### src/oad_cfg.svh
// offsets, field positions, reset values and address ranges of the outbound address decoder
`ifndef OAD_CFG_SVH
`define OAD_CFG_SVH

// --------------------------------------------------------------
// register word offsets (byte addresses)
// --------------------------------------------------------------
`define OAD_OFS_LOW_MMIO 8'h00
`define OAD_OFS_HIGH_MMIO 8'h04
`define OAD_OFS_CFG_WIN 8'h08
`define OAD_OFS_NODE_CTRL 8'h0c
`define OAD_OFS_STATUS 8'h10

// --------------------------------------------------------------
// field positions and reset values
// --------------------------------------------------------------
`define OAD_WIN_EN_BIT 31
`define OAD_FWH_DIS_BIT 0
`define OAD_NODE_LSB 8
`define OAD_NODE_MSB 12
`define OAD_RST_LOW_MMIO 32'hf000_0000
`define OAD_RST_HIGH_MMIO 32'h0000_0000
`define OAD_RST_CFG_WIN 32'h0000_0000
`define OAD_RST_NODE_CTRL 32'h0000_0000

// --------------------------------------------------------------
// destination attribute codes
// --------------------------------------------------------------
`define OAD_ATTR_NONE 4'h0
`define OAD_ATTR_MMIO 4'h2
`define OAD_ATTR_CB 4'h4
`define OAD_ATTR_INT 4'h1

// --------------------------------------------------------------
// fixed address ranges, 40-bit
// --------------------------------------------------------------
`define OAD_4G_TOP 40'h00_ffff_ffff
`define OAD_LMMIO_TOP 40'h00_fdff_ffff
`define OAD_CHIP_LO 40'h00_fe00_0000
`define OAD_CHIP_HI 40'h00_febf_ffff
`define OAD_IRQC_LO 40'h00_fec0_0000
`define OAD_IRQC_HI 40'h00_fecf_ffff
`define OAD_RSV1_LO 40'h00_fed0_0000
`define OAD_RSV1_HI 40'h00_fedf_ffff
`define OAD_MSG_LO 40'h00_fee0_0000
`define OAD_MSG_HI 40'h00_feef_ffff
`define OAD_RSV2_LO 40'h00_fef0_0000
`define OAD_RSV2_HI 40'h00_feff_ffff
`define OAD_GFW_LO 40'h00_ff00_0000
`define OAD_GFW_HI 40'h00_ffbf_ffff
`define OAD_LFW_LO 40'h00_ffc0_0000
`define OAD_LFW_HI 40'h00_ffff_ffff
`define OAD_HMMIO_TOP 40'hff_ffff_ffff
`define OAD_CFG_WIN_SIZE 40'h00_0400_0000
`define OAD_LOCAL_REG_SIZE 40'h00_0000_1000

`endif

### src/oad_pkg.sv
// types shared by the outbound address decoder
`default_nettype none
package oad_pkg;

    // disposition of one processor request, one-hot
    typedef enum logic [8:0] {
        OAD_MEM = 9'h001,
        OAD_LOCAL_REG = 9'h002,
        OAD_PORT_NC = 9'h004,
        OAD_PORT_CFG = 9'h008,
        OAD_FW_HUB = 9'h010,
        OAD_DROP = 9'h020,
        OAD_IRQ_LOCAL = 9'h040,
        OAD_IRQ_REDIR = 9'h080,
        OAD_IRQ_PORT = 9'h100
    } oad_disp_t;

    // request from the processor bus
    typedef struct packed {
        logic valid;
        logic [39:0] addr;
        logic is_write;
        logic is_irq;
        logic redirectable;
    } oad_req_t;

    // decision handed to the routing logic
    typedef struct packed {
        logic valid;
        oad_disp_t disp;
        logic [3:0] attr;
        logic [39:0] addr;
        logic is_write;
        logic [4:0] dest_node;
    } oad_dec_t;

    // interrupt message arriving from the port
    typedef struct packed {
        logic valid;
        logic [39:0] addr;
        logic redirectable;
    } oad_irq_t;

    // register bus request
    typedef struct packed {
        logic [7:0] addr;
        logic [31:0] wdata;
        logic wr;
        logic rd;
    } oad_bus_t;

    // all state of the decoder
    typedef struct packed {
        logic [31:0] low_mmio_base;
        logic [31:0] high_mmio_base;
        logic [31:0] cfg_window_base;
        logic [31:0] node_init_control_reg;
        logic fwh_strap;
        oad_dec_t dec;
        logic irq_present;
        logic irq_redirect;
        logic [31:0] rdata;
    } oad_state_t;

endpackage
`default_nettype wire

### src/oad_decoder.sv
// outbound address decoder: routes processor requests and interrupt messages
`default_nettype none
`include "oad_cfg.svh"

// Functional notes
// - above low mmio base up to FDFF_FFFF: non-coherent to port, mmio attribute
// - chipset range hitting a local register: local configuration access, not forwarded
// - chipset range missing local registers: non-coherent to port, compat-bus attribute
// - interrupt-controller window: non-coherent to port, mmio attribute
// - reserved FEDx range: writes dropped, reads to port with compat-bus attribute
// - memory access to FEEx and any FEFx access: port, compat-bus attribute
// - interrupt transactions to FEEx go to interrupt message routing
// - global firmware range: non-coherent to port, compat-bus attribute
// - local firmware range: firmware hub when enabled, else port compat-bus
// - firmware hub disabled by strap or by node control bit
// - enabled high mmio window up to FF_FFFF_FFFF: port, mmio attribute
// - enabled 64 MB config window: local register or port configuration access
// - anything else: coherent request to main memory
// - incoming message for node A[8:4]: presented directly, or redirected here
// - local directed interrupt to own node completes locally, not sent
// - local redirectable interrupt to own node is redirected here, not sent
// - directed interrupt for another node is sent to the port
// - redirectable interrupt for another node is sent for remote redirection
// - attribute codes: 0010 mmio, 0100 compat bus, 0001 interrupt
module oad_decoder
    import oad_pkg::*;
#(
    parameter logic [39:0] LOCAL_REG_SIZE = `OAD_LOCAL_REG_SIZE
) (
    input wire logic clk_in,
    input wire logic srst_in,
    input wire logic firmware_hub_enable_strap_in,
    input wire oad_bus_t bus_in,
    output logic [31:0] bus_rdata_out,
    input wire oad_req_t req_in,
    output logic req_ready_out,
    output oad_dec_t dec_out,
    input wire oad_irq_t irq_in,
    output logic irq_present_out,
    output logic irq_redirect_out,
    output logic fw_hub_enabled_out
);

    // --------------------------------------------------------------
    // state
    // --------------------------------------------------------------
    oad_state_t q;
    oad_state_t d;

    // --------------------------------------------------------------
    // window decode terms
    // --------------------------------------------------------------
    logic [39:0] a;
    logic [39:0] low_base;
    logic [39:0] high_base;
    logic [39:0] cfg_base;
    logic [4:0] own_node;
    logic fwh_en;
    logic in_low_mmio;
    logic in_chip;
    logic chip_reg_hit;
    logic in_irqc;
    logic in_rsv1;
    logic in_msg;
    logic in_rsv2;
    logic in_gfw;
    logic in_lfw;
    logic in_high_mmio;
    logic in_cfg;
    logic cfg_local;

    // base registers widened to full addresses
    assign a = req_in.addr;
    assign low_base = {8'h00, q.low_mmio_base};
    assign high_base = {q.high_mmio_base[19:0], 20'h0_0000};
    assign cfg_base = {q.cfg_window_base[13:0], 26'h000_0000};
    assign own_node = q.node_init_control_reg[`OAD_NODE_MSB:`OAD_NODE_LSB];

    // firmware hub usable only if strap and control bit both allow it
    assign fwh_en = q.fwh_strap && !q.node_init_control_reg[`OAD_FWH_DIS_BIT];

    // range compares on the whole 40-bit address
    assign in_low_mmio = (a > low_base) && (a <= `OAD_LMMIO_TOP);
    assign in_chip = (a >= `OAD_CHIP_LO) && (a <= `OAD_CHIP_HI);
    assign chip_reg_hit = in_chip && ((a - `OAD_CHIP_LO) < LOCAL_REG_SIZE);
    assign in_irqc = (a >= `OAD_IRQC_LO) && (a <= `OAD_IRQC_HI);
    assign in_rsv1 = (a >= `OAD_RSV1_LO) && (a <= `OAD_RSV1_HI);
    assign in_msg = (a >= `OAD_MSG_LO) && (a <= `OAD_MSG_HI);
    assign in_rsv2 = (a >= `OAD_RSV2_LO) && (a <= `OAD_RSV2_HI);
    assign in_gfw = (a >= `OAD_GFW_LO) && (a <= `OAD_GFW_HI);
    assign in_lfw = (a >= `OAD_LFW_LO) && (a <= `OAD_LFW_HI);
    assign in_high_mmio = q.high_mmio_base[`OAD_WIN_EN_BIT] && (a >= high_base)
        && (a <= `OAD_HMMIO_TOP);
    assign in_cfg = q.cfg_window_base[`OAD_WIN_EN_BIT] && (a >= cfg_base)
        && ((a - cfg_base) < `OAD_CFG_WIN_SIZE);
    assign cfg_local = (a - cfg_base) < LOCAL_REG_SIZE;

    // --------------------------------------------------------------
    // next state
    // --------------------------------------------------------------
    always_comb begin
        d = q;
        d.dec.valid = 1'b0;
        d.irq_present = 1'b0;
        d.irq_redirect = 1'b0;
        d.rdata = 32'h0000_0000;

        // register writes
        if (bus_in.wr) begin
            case (bus_in.addr)
                `OAD_OFS_LOW_MMIO: d.low_mmio_base = bus_in.wdata;
                `OAD_OFS_HIGH_MMIO: d.high_mmio_base = bus_in.wdata;
                `OAD_OFS_CFG_WIN: d.cfg_window_base = bus_in.wdata;
                `OAD_OFS_NODE_CTRL: d.node_init_control_reg = bus_in.wdata;
                default: d.low_mmio_base = q.low_mmio_base;
            endcase
        end

        // register reads, data valid next cycle, unmapped reads zero
        if (bus_in.rd) begin
            case (bus_in.addr)
                `OAD_OFS_LOW_MMIO: d.rdata = q.low_mmio_base;
                `OAD_OFS_HIGH_MMIO: d.rdata = q.high_mmio_base;
                `OAD_OFS_CFG_WIN: d.rdata = q.cfg_window_base;
                `OAD_OFS_NODE_CTRL: d.rdata = q.node_init_control_reg;
                `OAD_OFS_STATUS: d.rdata = {22'h00_0000, fwh_en, q.dec.disp};
                default: d.rdata = 32'h0000_0000;
            endcase
        end

        // request decode, one disposition in priority order
        if (req_in.valid) begin
            d.dec.valid = 1'b1;
            d.dec.addr = a;
            d.dec.is_write = req_in.is_write;
            d.dec.attr = `OAD_ATTR_NONE;
            d.dec.dest_node = own_node;
            d.dec.disp = OAD_MEM;
            if (in_msg && req_in.is_irq) begin
                d.dec.dest_node = a[8:4];
                d.dec.attr = `OAD_ATTR_INT;
                if (a[19:15] != own_node) begin
                    d.dec.disp = OAD_IRQ_PORT;
                end else if (req_in.redirectable) begin
                    d.dec.disp = OAD_IRQ_REDIR;
                end else begin
                    d.dec.disp = OAD_IRQ_LOCAL;
                end
            end else if (chip_reg_hit) begin
                d.dec.disp = OAD_LOCAL_REG;
            end else if (in_chip || in_msg || in_rsv2 || in_gfw) begin
                d.dec.disp = OAD_PORT_NC;
                d.dec.attr = `OAD_ATTR_CB;
            end else if (in_irqc) begin
                d.dec.disp = OAD_PORT_NC;
                d.dec.attr = `OAD_ATTR_MMIO;
            end else if (in_rsv1) begin
                if (req_in.is_write) begin
                    d.dec.disp = OAD_DROP;
                end else begin
                    d.dec.disp = OAD_PORT_NC;
                    d.dec.attr = `OAD_ATTR_CB;
                end
            end else if (in_lfw) begin
                if (fwh_en) begin
                    d.dec.disp = OAD_FW_HUB;
                end else begin
                    d.dec.disp = OAD_PORT_NC;
                    d.dec.attr = `OAD_ATTR_CB;
                end
            end else if (in_cfg) begin
                d.dec.disp = cfg_local ? OAD_LOCAL_REG : OAD_PORT_CFG;
            end else if (in_low_mmio) begin
                d.dec.disp = OAD_PORT_NC;
                d.dec.attr = `OAD_ATTR_MMIO;
            end else if (in_high_mmio) begin
                d.dec.disp = OAD_PORT_NC;
                d.dec.attr = `OAD_ATTR_MMIO;
            end else begin
                d.dec.disp = OAD_MEM;
            end
        end

        // incoming interrupt message for this node
        if (irq_in.valid && irq_in.addr[8:4] == own_node) begin
            d.irq_present = !irq_in.redirectable;
            d.irq_redirect = irq_in.redirectable;
        end

        // strap is sampled while reset is held
        if (srst_in) begin
            d.low_mmio_base = `OAD_RST_LOW_MMIO;
            d.high_mmio_base = `OAD_RST_HIGH_MMIO;
            d.cfg_window_base = `OAD_RST_CFG_WIN;
            d.node_init_control_reg = `OAD_RST_NODE_CTRL;
            d.fwh_strap = firmware_hub_enable_strap_in;
            d.dec = '0;
            d.dec.disp = OAD_MEM;
            d.irq_present = 1'b0;
            d.irq_redirect = 1'b0;
            d.rdata = 32'h0000_0000;
        end
    end

    // --------------------------------------------------------------
    // state register
    // --------------------------------------------------------------
    always_ff @(posedge clk_in) begin
        q <= d;
    end

    // outputs
    assign req_ready_out = 1'b1; // decoder never stalls
    assign dec_out = q.dec;
    assign bus_rdata_out = q.rdata;
    assign irq_present_out = q.irq_present;
    assign irq_redirect_out = q.irq_redirect;
    assign fw_hub_enabled_out = fwh_en;

    // --------------------------------------------------------------
    // checks
    // --------------------------------------------------------------
    chk_low_mmio_route: assert property (@(posedge clk_in) disable iff (srst_in)
        req_in.valid && !req_in.is_irq && in_low_mmio && !in_cfg
        |=> dec_out.valid && dec_out.disp == OAD_PORT_NC && dec_out.attr == 4'h2)
        else $error("low mmio request not sent to port with mmio attribute");

    chk_local_reg_hit: assert property (@(posedge clk_in) disable iff (srst_in)
        req_in.valid && chip_reg_hit |=> dec_out.disp == OAD_LOCAL_REG)
        else $error("local register hit was forwarded");

    chk_chip_miss_cb: assert property (@(posedge clk_in) disable iff (srst_in)
        req_in.valid && in_chip && !chip_reg_hit
        |=> dec_out.disp == OAD_PORT_NC && dec_out.attr == 4'h4)
        else $error("chipset range miss not sent with compat attribute");

    chk_irqc_mmio: assert property (@(posedge clk_in) disable iff (srst_in)
        req_in.valid && in_irqc |=> dec_out.attr == 4'h2 && dec_out.disp == OAD_PORT_NC)
        else $error("interrupt controller window misrouted");

    chk_rsv_write_drop: assert property (@(posedge clk_in) disable iff (srst_in)
        req_in.valid && in_rsv1 |=> (dec_out.disp == OAD_DROP) == $past(req_in.is_write))
        else $error("reserved range write not dropped or read dropped");

    chk_irq_to_routing: assert property (@(posedge clk_in) disable iff (srst_in)
        req_in.valid && in_msg && req_in.is_irq
        |=> dec_out.attr == 4'h1 && dec_out.dest_node == $past(req_in.addr[8:4]))
        else $error("interrupt not handed to message routing");

    chk_local_irq_kept: assert property (@(posedge clk_in) disable iff (srst_in)
        req_in.valid && in_msg && req_in.is_irq && req_in.addr[19:15] == own_node
        |=> dec_out.disp != OAD_IRQ_PORT)
        else $error("own node interrupt sent to port");

    chk_remote_irq_out: assert property (@(posedge clk_in) disable iff (srst_in)
        req_in.valid && in_msg && req_in.is_irq && req_in.addr[19:15] != own_node
        |=> dec_out.disp == OAD_IRQ_PORT)
        else $error("remote interrupt not sent to port");

    chk_fw_hub_gate: assert property (@(posedge clk_in) disable iff (srst_in)
        dec_out.valid && dec_out.disp == OAD_FW_HUB |-> $past(fwh_en))
        else $error("firmware hub used while disabled");

    chk_in_irq_sel: assert property (@(posedge clk_in) disable iff (srst_in)
        irq_in.valid && irq_in.addr[8:4] == own_node
        |=> irq_present_out != irq_redirect_out)
        else $error("incoming message for this node not delivered");

    chk_default_mem: assert property (@(posedge clk_in) disable iff (srst_in)
        req_in.valid && a > `OAD_4G_TOP && !in_cfg && !in_high_mmio
        |=> dec_out.disp == OAD_MEM && dec_out.attr == 4'h0)
        else $error("unmatched request not sent to memory");

    chk_one_disp: assert property (@(posedge clk_in) disable iff (srst_in)
        dec_out.valid |-> $onehot(dec_out.disp))
        else $error("decision not exactly one disposition");

endmodule
`default_nettype wire

### config.mk
export PLATFORM = sky130hd
export DESIGN_NAME = oad_decoder
export DESIGN_NICKNAME = d
export VERILOG_FILES = /design/src/oad_pkg.sv /design/src/oad_decoder.sv
export VERILOG_INCLUDE_DIRS = /design/src
export SDC_FILE = /design/constraint.sdc
export NUM_CORES = 1
export LEC_CHECK = 0
export BUFFER_PORTS_ARGS = -buffer_cell sky130_fd_sc_hd__buf_2
export CAP_MARGIN = 5
export CORE_MARGIN = 2
export CORE_UTILIZATION = 56
export CTS_CLUSTER_DIAMETER = 60
export DETAILED_ROUTE_END_ITERATION = 8
export PLACE_DENSITY = 0.83
export SLEW_MARGIN = 30
export SYNTH_ARGS = -nofsm -noshare
export SYNTH_HDL_FRONTEND = slang
export SYNTH_SLANG_ARGS = --single-unit
### constraint.sdc
create_clock -name clk_in -period 4.01 [get_ports clk_in]
set_clock_uncertainty 0.2 [all_clocks]
set_input_delay 0.802 -clock clk_in [delete_from_list [all_inputs] [get_ports clk_in]]
set_output_delay 0.802 -clock clk_in [all_outputs]
set_load 0.01 [all_outputs]
# Yosys cells after proc, flatten, opt, wreduce, memory -nomap -nowiden
# Index checks and enable logic that the tools add are counted.
[classes]
addsub = 2
order_cmp = 22
eq_ne = 6
mux = 22
bitwise = 2
reduce_logical = 28
[ops]
columns = ["op", "n"]
rows = [
  ["40-bit by 32-bit <= comparator with 1-bit output, second input constant", 8],
  ["40-bit by 32-bit greater-or-equal comparator with 1-bit output, second input constant", 7],
  ["32-bit one-hot mux with 5 select lines", 1],
  ["40-bit greater-or-equal comparator", 2],
  ["40-bit by 13-bit less-than comparator with 1-bit output, second input constant", 2],
  ["13-bit two-way mux", 6],
  ["60-bit two-way mux", 1],
  ["40-bit by 32-bit greater-than comparator with 1-bit output", 1],
  ["40-bit <= comparator, second input constant", 1],
  ["40-bit by 27-bit less-than comparator with 1-bit output, second input constant", 1],
  ["40-bit by 32-bit subtractor with 40-bit output, second input constant", 1],
  ["40-bit subtractor", 1],
  ["9-bit two-way mux", 3],
  ["8-bit by 4-bit == test with 1-bit output, second input constant", 2],
  ["1-bit logical AND", 16],
  ["4-bit two-way mux", 3],
  ["5-bit two-way mux", 2],
  ["3-bit two-way mux", 3],
  ["8-bit by 3-bit == test with 1-bit output, second input constant", 1],
  ["8-bit by 5-bit == test with 1-bit output, second input constant", 1],
  ["8-bit zero test", 1],
  ["8-bit two-way mux", 1],
  ["2-bit AND reduction", 4],
  ["6-bit two-way mux", 1],
  ["7 further kinds", 12],
]
[totals]
ff_bits = 223
input_bits = 131
output_inout_bits = 96
wordCells = 96

# Longest topological paths before layout
# Gate-level depths: netlist of run 1.
[depth]
depth_word = 13
mapped_depth = 12
ltp_nobuf = 12

# Least setup slack after synthesis of run 1
# Ideal clock, no wire load.
[synth_timing]
kind = "input port to flip-flop"
start = "input port req_in[29] in the netlist's numbering"
end = "register q (netlist bit dec_out[53])"
setup_ns = 0.101
arrival_ns = 2.836
required_time_ns = 3.709
slack_ns = 0.873
path_stages = 12
n_path_buf = 0
path_cell_list = "inv_1 -> ha_1 -> inv_1 -> fa_1 -> xor2_1 -> nor4b_1 -> o21ai_1 -> a2111oi_0 -> and4_1 -> o311a_1 -> nand3_1 -> o41ai_1"
[synth_between]
elab_chain_len = 10
word_cells_on_any_way = 42
classes_between = "2 x add/sub; 18 x order compare; 8 x mux; 14 x reduce/logical"
[synth_lines]
columns = ["item", "line", "source"]
rows = [
  ["start: declaration", "oad_decoder.sv:35", "input wire oad_req_t req_in,"],
  ["40-bit subtractor / 40-bit greater-or-equal comparator (equally long branches)", "oad_decoder.sv:95, oad_decoder.sv:96, oad_decoder.sv:94", ""],
  ["40-bit by 13-bit less-than comparator with 1-bit output (tied with other cells)", "oad_decoder.sv:96", "assign cfg_local = (a - cfg_base) < LOCAL_REG_SIZE;"],
  ["4-bit two-way mux / 1-bit logical AND (equally long branches)", "oad_decoder.sv:172, oad_decoder.sv:94", ""],
  ["9-bit two-way mux", "oad_decoder.sv:171", "end else if (in_cfg) begin"],
  ["13-bit two-way mux", "oad_decoder.sv:164", "end else if (in_lfw) begin"],
  ["13-bit two-way mux", "oad_decoder.sv:157", "end else if (in_rsv1) begin"],
  ["13-bit two-way mux", "oad_decoder.sv:154", "end else if (in_irqc) begin"],
  ["13-bit two-way mux", "oad_decoder.sv:151", "end else if (in_chip || in_msg || in_rsv2 || in_gfw) begin"],
  ["9-bit two-way mux", "oad_decoder.sv:149", "end else if (chip_reg_hit) begin"],
  ["13-bit two-way mux (*)", "oad_decoder.sv:139", "if (in_msg && req_in.is_irq) begin"],
  ["end signal: assignment", "oad_decoder.sv:209", "q <= d;"],
  ["end: declaration", "oad_decoder.sv:47", "oad_state_t q;"],
]
# Mark *: on every way between the ends. The rest lies on a longest branch, timed or not.
# A chain may end at the register's enable or synchronous reset.

# Final worst setup path of run 1
[layout_timing]
start = "input port req_in[29] in the netlist's numbering"
end = "register q (netlist bit dec_out[47])"
[layout_between]
elab_chain_len = 12
word_cells_on_any_way = 49
classes_between = "2 x add/sub; 21 x order compare; 9 x mux; 17 x reduce/logical"
[layout_lines]
columns = ["item", "line"]
rows = [
  ["parallel branches: the longest is 11 deep, another holds 40-bit subtractor", "--"],
  ["13-bit two-way mux (*)", "oad_decoder.sv:139"],
]
# Every way passes the cells marked *.

==> flow_metrics.tcl, run 1 <==
set metrics [dict create \
    status "complete, no violations" \
    clkSinkCount 222 \
    grt_pass1_vias 10100 \
    rrSetupSlack_ns 0.89 \
    ys.flop_type "dfxtp_1" \
    ys_seq_area_frac 0.384 \
    dp_hpwl_um 25200 \
    finalCritPeriodShare 0.788 \
    cts_setup_buffers 0 \
    yosysUniqueCellTypes 66 \
    tightest_slew_ns 0.958 \
    antenna_found_initial 4 \
    critPathLaunchType "input port" \
    drcViolationCount 0 \
    crit_slowest_cell "fa_1" \
    syn_area_sq_um 11600 \
    synth_nets 1655 \
    numCtsBuffers 23 \
    grt-ovfl-total 0 \
    cp_cell_sequence "buf_2, inv_1, ha_1, inv_1, fa_1, a21oi_1, o2111ai_1, a21oi_1, or4_1, o311ai_1, a211oi_1, and3_1, o22ai_1" \
    path_max_fanout 3 \
    drt_wl_total_um 35100 \
    setup-violations-final 0 \
    synth_most_common_cell "nand2_1" \
    slew_headroom 0.360 \
    synth_common_cells "291 x nand2_1, 221 x dfxtp_1, 161 x a21oi_1, 128 x nor2_1, 93 x buf_4" \
    gp_congestion 0.918 \
    grt_pass1_wl_um 53800 \
    drv_slew 0 \
    io_pins 227 \
    grt_max_degree 131 \
    fmax_mhz 316 \
    end_kind "register" \
    cp.arrival_ns 3.33 \
    via_per_inst 5.94 \
    reg2reg_depth 11 \
    drt_iter0_markers 1154 \
    synth_area_leader_cell "dfxtp_1" \
    die_h_um 148 \
    cts_resized 0 \
    holdCritStartpoint "cfg_base[35]" \
    hold_path_class "register to register" \
    fin_setup_tns_ns 0 \
    ys_ff_latch 222 \
    clkTransAtPathRegs_ns 0.06 \
    synth_cells 1456 \
    critPathKind "input port to register" \
    nets 1727 \
    maxCapViolCount 0 \
    vias 10800 \
    initial_core_util 0.572 \
    max-clock-path-buffers 3 \
    holdWs_ns 0.254 \
    powerDensity_nw_per_um2 372 \
    die_x_um 148 \
    cts-htree-levels 1 \
    clk-insertion-delay-late_ns 0.52 \
    clockRootBuffer "clkbuf_16" \
    core_area_sq_um 20300 \
    hold_depth 2 \
    hold_path_end "cfg_base[35]" \
    cts_tree "built" \
    synth_warnings 0 \
    port_buffers 189 \
    critPathRequiredTime_ns 4.18 \
    rows 52 \
    r2r_start "cfg_base[26]" \
    synth_area_leaders "dfxtp_1 38%, nand2_1 9.4%, ha_1 7.2%" \
    synth_edf_count 1 \
    synth_top_area_share 0.381 \
    avgSynthCellArea_sq_um 7.98 \
    die_area_sq_um 21900 \
    period_minus_slack_ns 3.16 \
    worstReg2RegEnd "dec_out[47]" \
    dr.pass1.iters 6 \
    async_flop_share 0 \
    antenna_left 0 \
    rsz0062_at_grt "no" \
    grt_usage 0.308 \
    area_growth_pct 11.1 \
    hold_viol 0 \
    wl_per_cell_um 19.3 \
    drive_above_1_share 0.168 \
    vdd_ir_drop_max_v 0.000263 \
    max_stage_delay_ns 0.40 \
    cts_hold_buf 0 \
    p_leak_nw 5.09 \
]
## placed cells by master (no fill, tap or decap), drive strengths merged, types with 3 or more instances in the layout
master and count:
o41ai 3, inv 78, a22oi 4, o21ai 29, and4 4, buf 216, nor2b 10, nand2 291
o2111ai 3, nor4 12, a211oi 12, nor2 128, nand3b 4, ha 67, o31a 4, a222oi 10
dfxtp 221, mux2i 71, nor3 11, xor2 9, a221oi 24, clkbuf 33, and3 6, diode 3
a22o 10, or2 4, nand4 21, a21oi 161, o22ai 3, or4 8, o211ai 10, xnor2 8
and2 5, clkinv 6, a21o 6, nand3 20
## cell type report
class / count / area (sq um)
clock inverters: 7 / 70.1
clock buffers: 33 / 673
diodes: 3 / 7.51
fillers: 1711 / 7390
inverters: 79 / 297
multi-input cells: 986 / 5860
well taps: 270 / 338
repair buffers: 216 / 1200
flip-flops and latches: 222 / 4450
## registers in the layout, summed over array words and instances (netlist names)
name,flops
irq_redirect_out,1
bus_rdata_out,32
high_base,20
q,58
irq_present_out,1
cfg_base,14
low_base,32
own_node,5
dec_out,59
## stage by stage
step	util	setup WS (ns)	instance area [sq um]	power, mW	std cells
3_5_place_dp	0.599	0.327	12200	2.73	1773
6_report	0.636	0.850	12900	4.80	1816
5_1_grt	0.635	0.658	12900	4.95	1814
3_3_place_gp	0.599	0.364	12200	2.72	1773
2_1_floorplan	-	0.873	11600	2.57	1456
4_1_cts	0.635	0.866	12900	4.80	1813
## worst max-delay path by stage
stage / endpoint / from / cells after the start / slack (ns)
floorplan: dec_out[53] / req_in[29] / 12 / 0.87
global placement: dec_out[47] / req_in[29] / 13 / 0.36
detailed placement: dec_out[47] / req_in[29] / 13 / 0.33
CTS: dec_out[47] / req_in[29] / 13 / 0.87
global route: dec_out[53] / req_in[29] / 13 / 0.66
finish: dec_out[47] / req_in[29] / 13 / 0.85
## power by group
| part | switching [mW] | internal [mW] | total [mW] |
|---|---|---|---|
| combinational | 0.278 | 0.163 | 0.441 |
| clock | 0.877 | 1.23 | 2.11 |
| sequential | 0.0162 | 2.24 | 2.25 |
| total | 1.17 | 3.63 | 4.80 |
## metal layers
layer,track usage,part of all wire
met3,0.0642,0.10
met5,0,0.00037
met1,0.405,0.41
met4,0.134,0.043
met2,0.491,0.45
## logic make-up (layout without fill, tap and decap cells)
| kind of cell | after synthesis | in the layout | synth area share |
|---|---|---|---|
| and+or+nand+nor | 531 | 531 | 0.197 |
| adders and majority gates | 68 | 68 | 0.0739 |
| xor gates and xnor gates | 17 | 17 | 0.0128 |
| other | 2 | 5 | 0.000647 |
| DFF | 222 | 222 | 0.384 |
| buffers and inverters | 248 | 335 | 0.112 |
| muxes | 72 | 72 | 0.0622 |
| AOI/OAI and AO/OA | 296 | 296 | 0.158 |
## critical path, delay by kind of cell
kind                     cells  cell delay [ns]
AO/OA/AOI/OAI                6             1.26
adder cells (fa/ha/maj)      2             0.56
buffers and inverters        3             0.21
AND/OR/NAND/NOR              2             0.49
(Power assumes the default switching activity.)
==> run 2: changes to the inputs <==
--- a/config.mk
+++ b/config.mk
@@ -6,13 +6,14 @@
 export SDC_FILE = /design/constraint.sdc
 export NUM_CORES = 1
 export LEC_CHECK = 0
+export ABC_AREA = 1
 export BUFFER_PORTS_ARGS = -buffer_cell sky130_fd_sc_hd__buf_2
 export CAP_MARGIN = 5
 export CORE_MARGIN = 2
 export CORE_UTILIZATION = 56
 export CTS_CLUSTER_DIAMETER = 60
 export DETAILED_ROUTE_END_ITERATION = 8
-export PLACE_DENSITY = 0.83
+export PLACE_DENSITY = 0.82
 export SLEW_MARGIN = 30
 export SYNTH_ARGS = -nofsm -noshare
 export SYNTH_HDL_FRONTEND = slang
==> constraint.sdc (replaced) <==
create_clock -name clk_in -period 3.3 [get_ports clk_in]
set_clock_uncertainty 0.2 [all_clocks]
set_input_delay 0.66 -clock clk_in [delete_from_list [all_inputs] [get_ports clk_in]]
set_output_delay 0.66 -clock clk_in [all_outputs]
set_load 0.01 [all_outputs]
==> flow_metrics.tcl, run 2 <==
set metrics [dict create \
    max_stage_delay_ns 0.43 \
    die_x_um 151 \
    dr.max_layer_used "met4" \
    worstReg2RegEnd "dec_out[47]" \
    holdCritStartpoint "irq_in[0]" \
    synth_warnings 0 \
    period_minus_slack_ns 2.70 \
    grt_max_degree 77 \
    cp.arrival_ns 2.89 \
    critPathLaunchType "register" \
    p_leak_nw 5.97 \
    dp_hpwl_um 27400 \
    drt_iter0_markers 898 \
    critPathKind "register to register" \
    routed-wl-met2_um 16800 \
    antenna_left 0 \
    synth_most_common_cell "nand2_1" \
    fin_util 0.631 \
    synth_nets 1892 \
    crit_slowest_cell "fa_1" \
    antenna_found_initial 0 \
    synth_edf_count 1 \
    clk-insertion-delay-late_ns 0.52 \
    cp.buffers_inverters 2 \
    cts_hold_buf 0 \
    maxCapViolCount 0 \
    synth_common_cells "242 x nand2_1, 221 x dfxtp_1, 218 x inv_1, 192 x nor2_1, 179 x o21ai_0" \
    drive_above_1_share 0.162 \
    critPathRequiredTime_ns 3.49 \
    cts_setup_buffers 0 \
    numCtsBuffers 24 \
    cts_resized 0 \
    dr.pass1.iters 6 \
    setup-violations-final 0 \
    slew_headroom 0.371 \
    powerDensity_nw_per_um2 450 \
    max-clock-path-buffers 3 \
    ys_ff_latch 222 \
    async_flop_share 0 \
    synth_top_area_share 0.368 \
    grt_pass1_vias 10700 \
    final_cell_mix "242 x nand2_1, 221 x dfxtp_1, 218 x inv_1" \
    final_common_cell "nand2_1" \
    drv_slew 0 \
    vdd_ir_drop_max_v 0.000379 \
    reg2reg_depth 18 \
    syn_area_sq_um 12000 \
    nets 1966 \
    hold_viol 0 \
    hold_depth 2 \
    wl_per_cell_um 18.0 \
    drt_wl_total_um 37100 \
    hold_path_end "irq_present_out" \
    rsz0062_at_grt "no" \
    cts_tree "built" \
    clockRootBuffer "clkbuf_16" \
    io_pins 227 \
    ys_seq_area_frac 0.370 \
    port_buffers 189 \
    cp_cell_sequence "ha_1, inv_1, fa_1, nand3_1, nand3_1, buf_4, nand2_1, nand2_1, nand2_1, nand2_1, nor2_1, nand3_1, nor2_1, nand3_1, nand3_1, nand2_1, nand2_1, a21oi_1" \
    r2r_start "cfg_base[26]" \
    grt-ovfl-total 0 \
    vias 11500 \
    die_h_um 151 \
    clkTransAtPathRegs_ns 0.06 \
    ys.flop_type "dfxtp_1" \
    wl_met3_um 3260 \
    fmax_mhz 371 \
    path_max_fanout 4 \
    grt_pass1_wl_um 57500 \
    crit_top_cell "nand2_1" \
    end_kind "register" \
    grt_usage 0.325 \
    area_growth_pct 10.5 \
    avgSynthCellArea_sq_um 7.11 \
    yosysUniqueCellTypes 49 \
    rows 53 \
    synth_cells 1693 \
    wl_met1_um 15700 \
    initial_core_util 0.571 \
    drcViolationCount 0 \
    tightest_slew_ns 0.942 \
    clkSinkCount 222 \
    die_area_sq_um 22700 \
    rrSetupSlack_ns 0.60 \
    core_area_sq_um 21100 \
    gp_congestion 0.987 \
    synth_area_leader_cell "dfxtp_1" \
    finalCritPeriodShare 0.817 \
    critPathTopFamily "simple AND/OR/NAND/NOR gates" \
    fin_setup_tns_ns 0 \
    largest_reg_flops 59 \
    synth_area_leaders "dfxtp_1 37%, nand2_1 7.5%, o21ai_0 7.4%" \
    cts-htree-levels 1 \
    via_per_inst 5.61 \
    hold_path_class "input port to register" \
    status "complete, no violations" \
]
==> run 2: cell families after synthesis <==
group                    Yosys count  synth area share
XOR/XNOR                           6           0.00437
flip-flops                       222             0.370
adder cells (fa/ha/maj)           68            0.0713
other                              2          0.000624
AND/OR/NAND/NOR                  545             0.193
AO/OA/AOI/OAI                    453             0.207
buffers and inverters            397             0.154
==> run 2: worst max-delay path by stage <==
stage                  from          end  slack (ns)  depth (start not counted)
6_report       cfg_base[26]  dec_out[47]        0.60                         18
5_1_grt        cfg_base[26]  dec_out[52]        0.34                         17
4_1_cts        cfg_base[26]  dec_out[47]        0.63                         18
3_5_place_dp     req_in[29]  dec_out[47]        0.11                         19
3_3_place_gp     req_in[29]  dec_out[47]        0.13                         19
2_1_floorplan    req_in[29]  dec_out[47]        0.62                         17
==> run 2: layer usage <==
metal,vias up,GRT usage
met1,5313,0.446
li1,5629,-
met2,505,0.523
met5,-,0
met3,89,0.0433
met4,0,0.124
==> run 2: cell type report <==
cell class | instances | area [sq um]
timing repair buffer | 211 | 1110
inverter | 234 | 883
multi-input combinational | 1074 | 5730
fill | 1930 | 7790
antenna | 2 | 5.00
tap | 275 | 344
clock buffer | 33 | 696
sequential | 222 | 4450
clock inverter | 7 | 70.1
==> run 2: through the flow <==
step	cell area (sq um)	setup slack (ns)	hold WS, ns	power (mW)	std cells
final	13300	0.604	0.110	5.98	2058
after floorplan	12000	0.616	0.225	3.19	1693
after global placement	12500	0.130	0.232	3.38	2016
after detailed placement	12500	0.113	0.238	3.39	2016
after CTS	13300	0.634	0.0990	5.99	2056
after global routing	13300	0.342	0.105	6.19	2056
==> run 2: worst register-to-register path: cells and delay by family, from the launching register on <==
kind                     cells  cell delay, ns
AO/OA/AOI/OAI                1            0.05
flip-flops                   1            0.40
adder cells (fa/ha/maj)      2            0.60
AND/OR/NAND/NOR             13            1.10
buffers and inverters        2            0.22
==> run 2: power breakdown <==
part           switching (mW)  internal (mW)  total, mW
clock network            1.09           1.54       2.63
registers              0.0191           2.72       2.74
logic                   0.402          0.205      0.607
total                    1.51           4.47       5.98
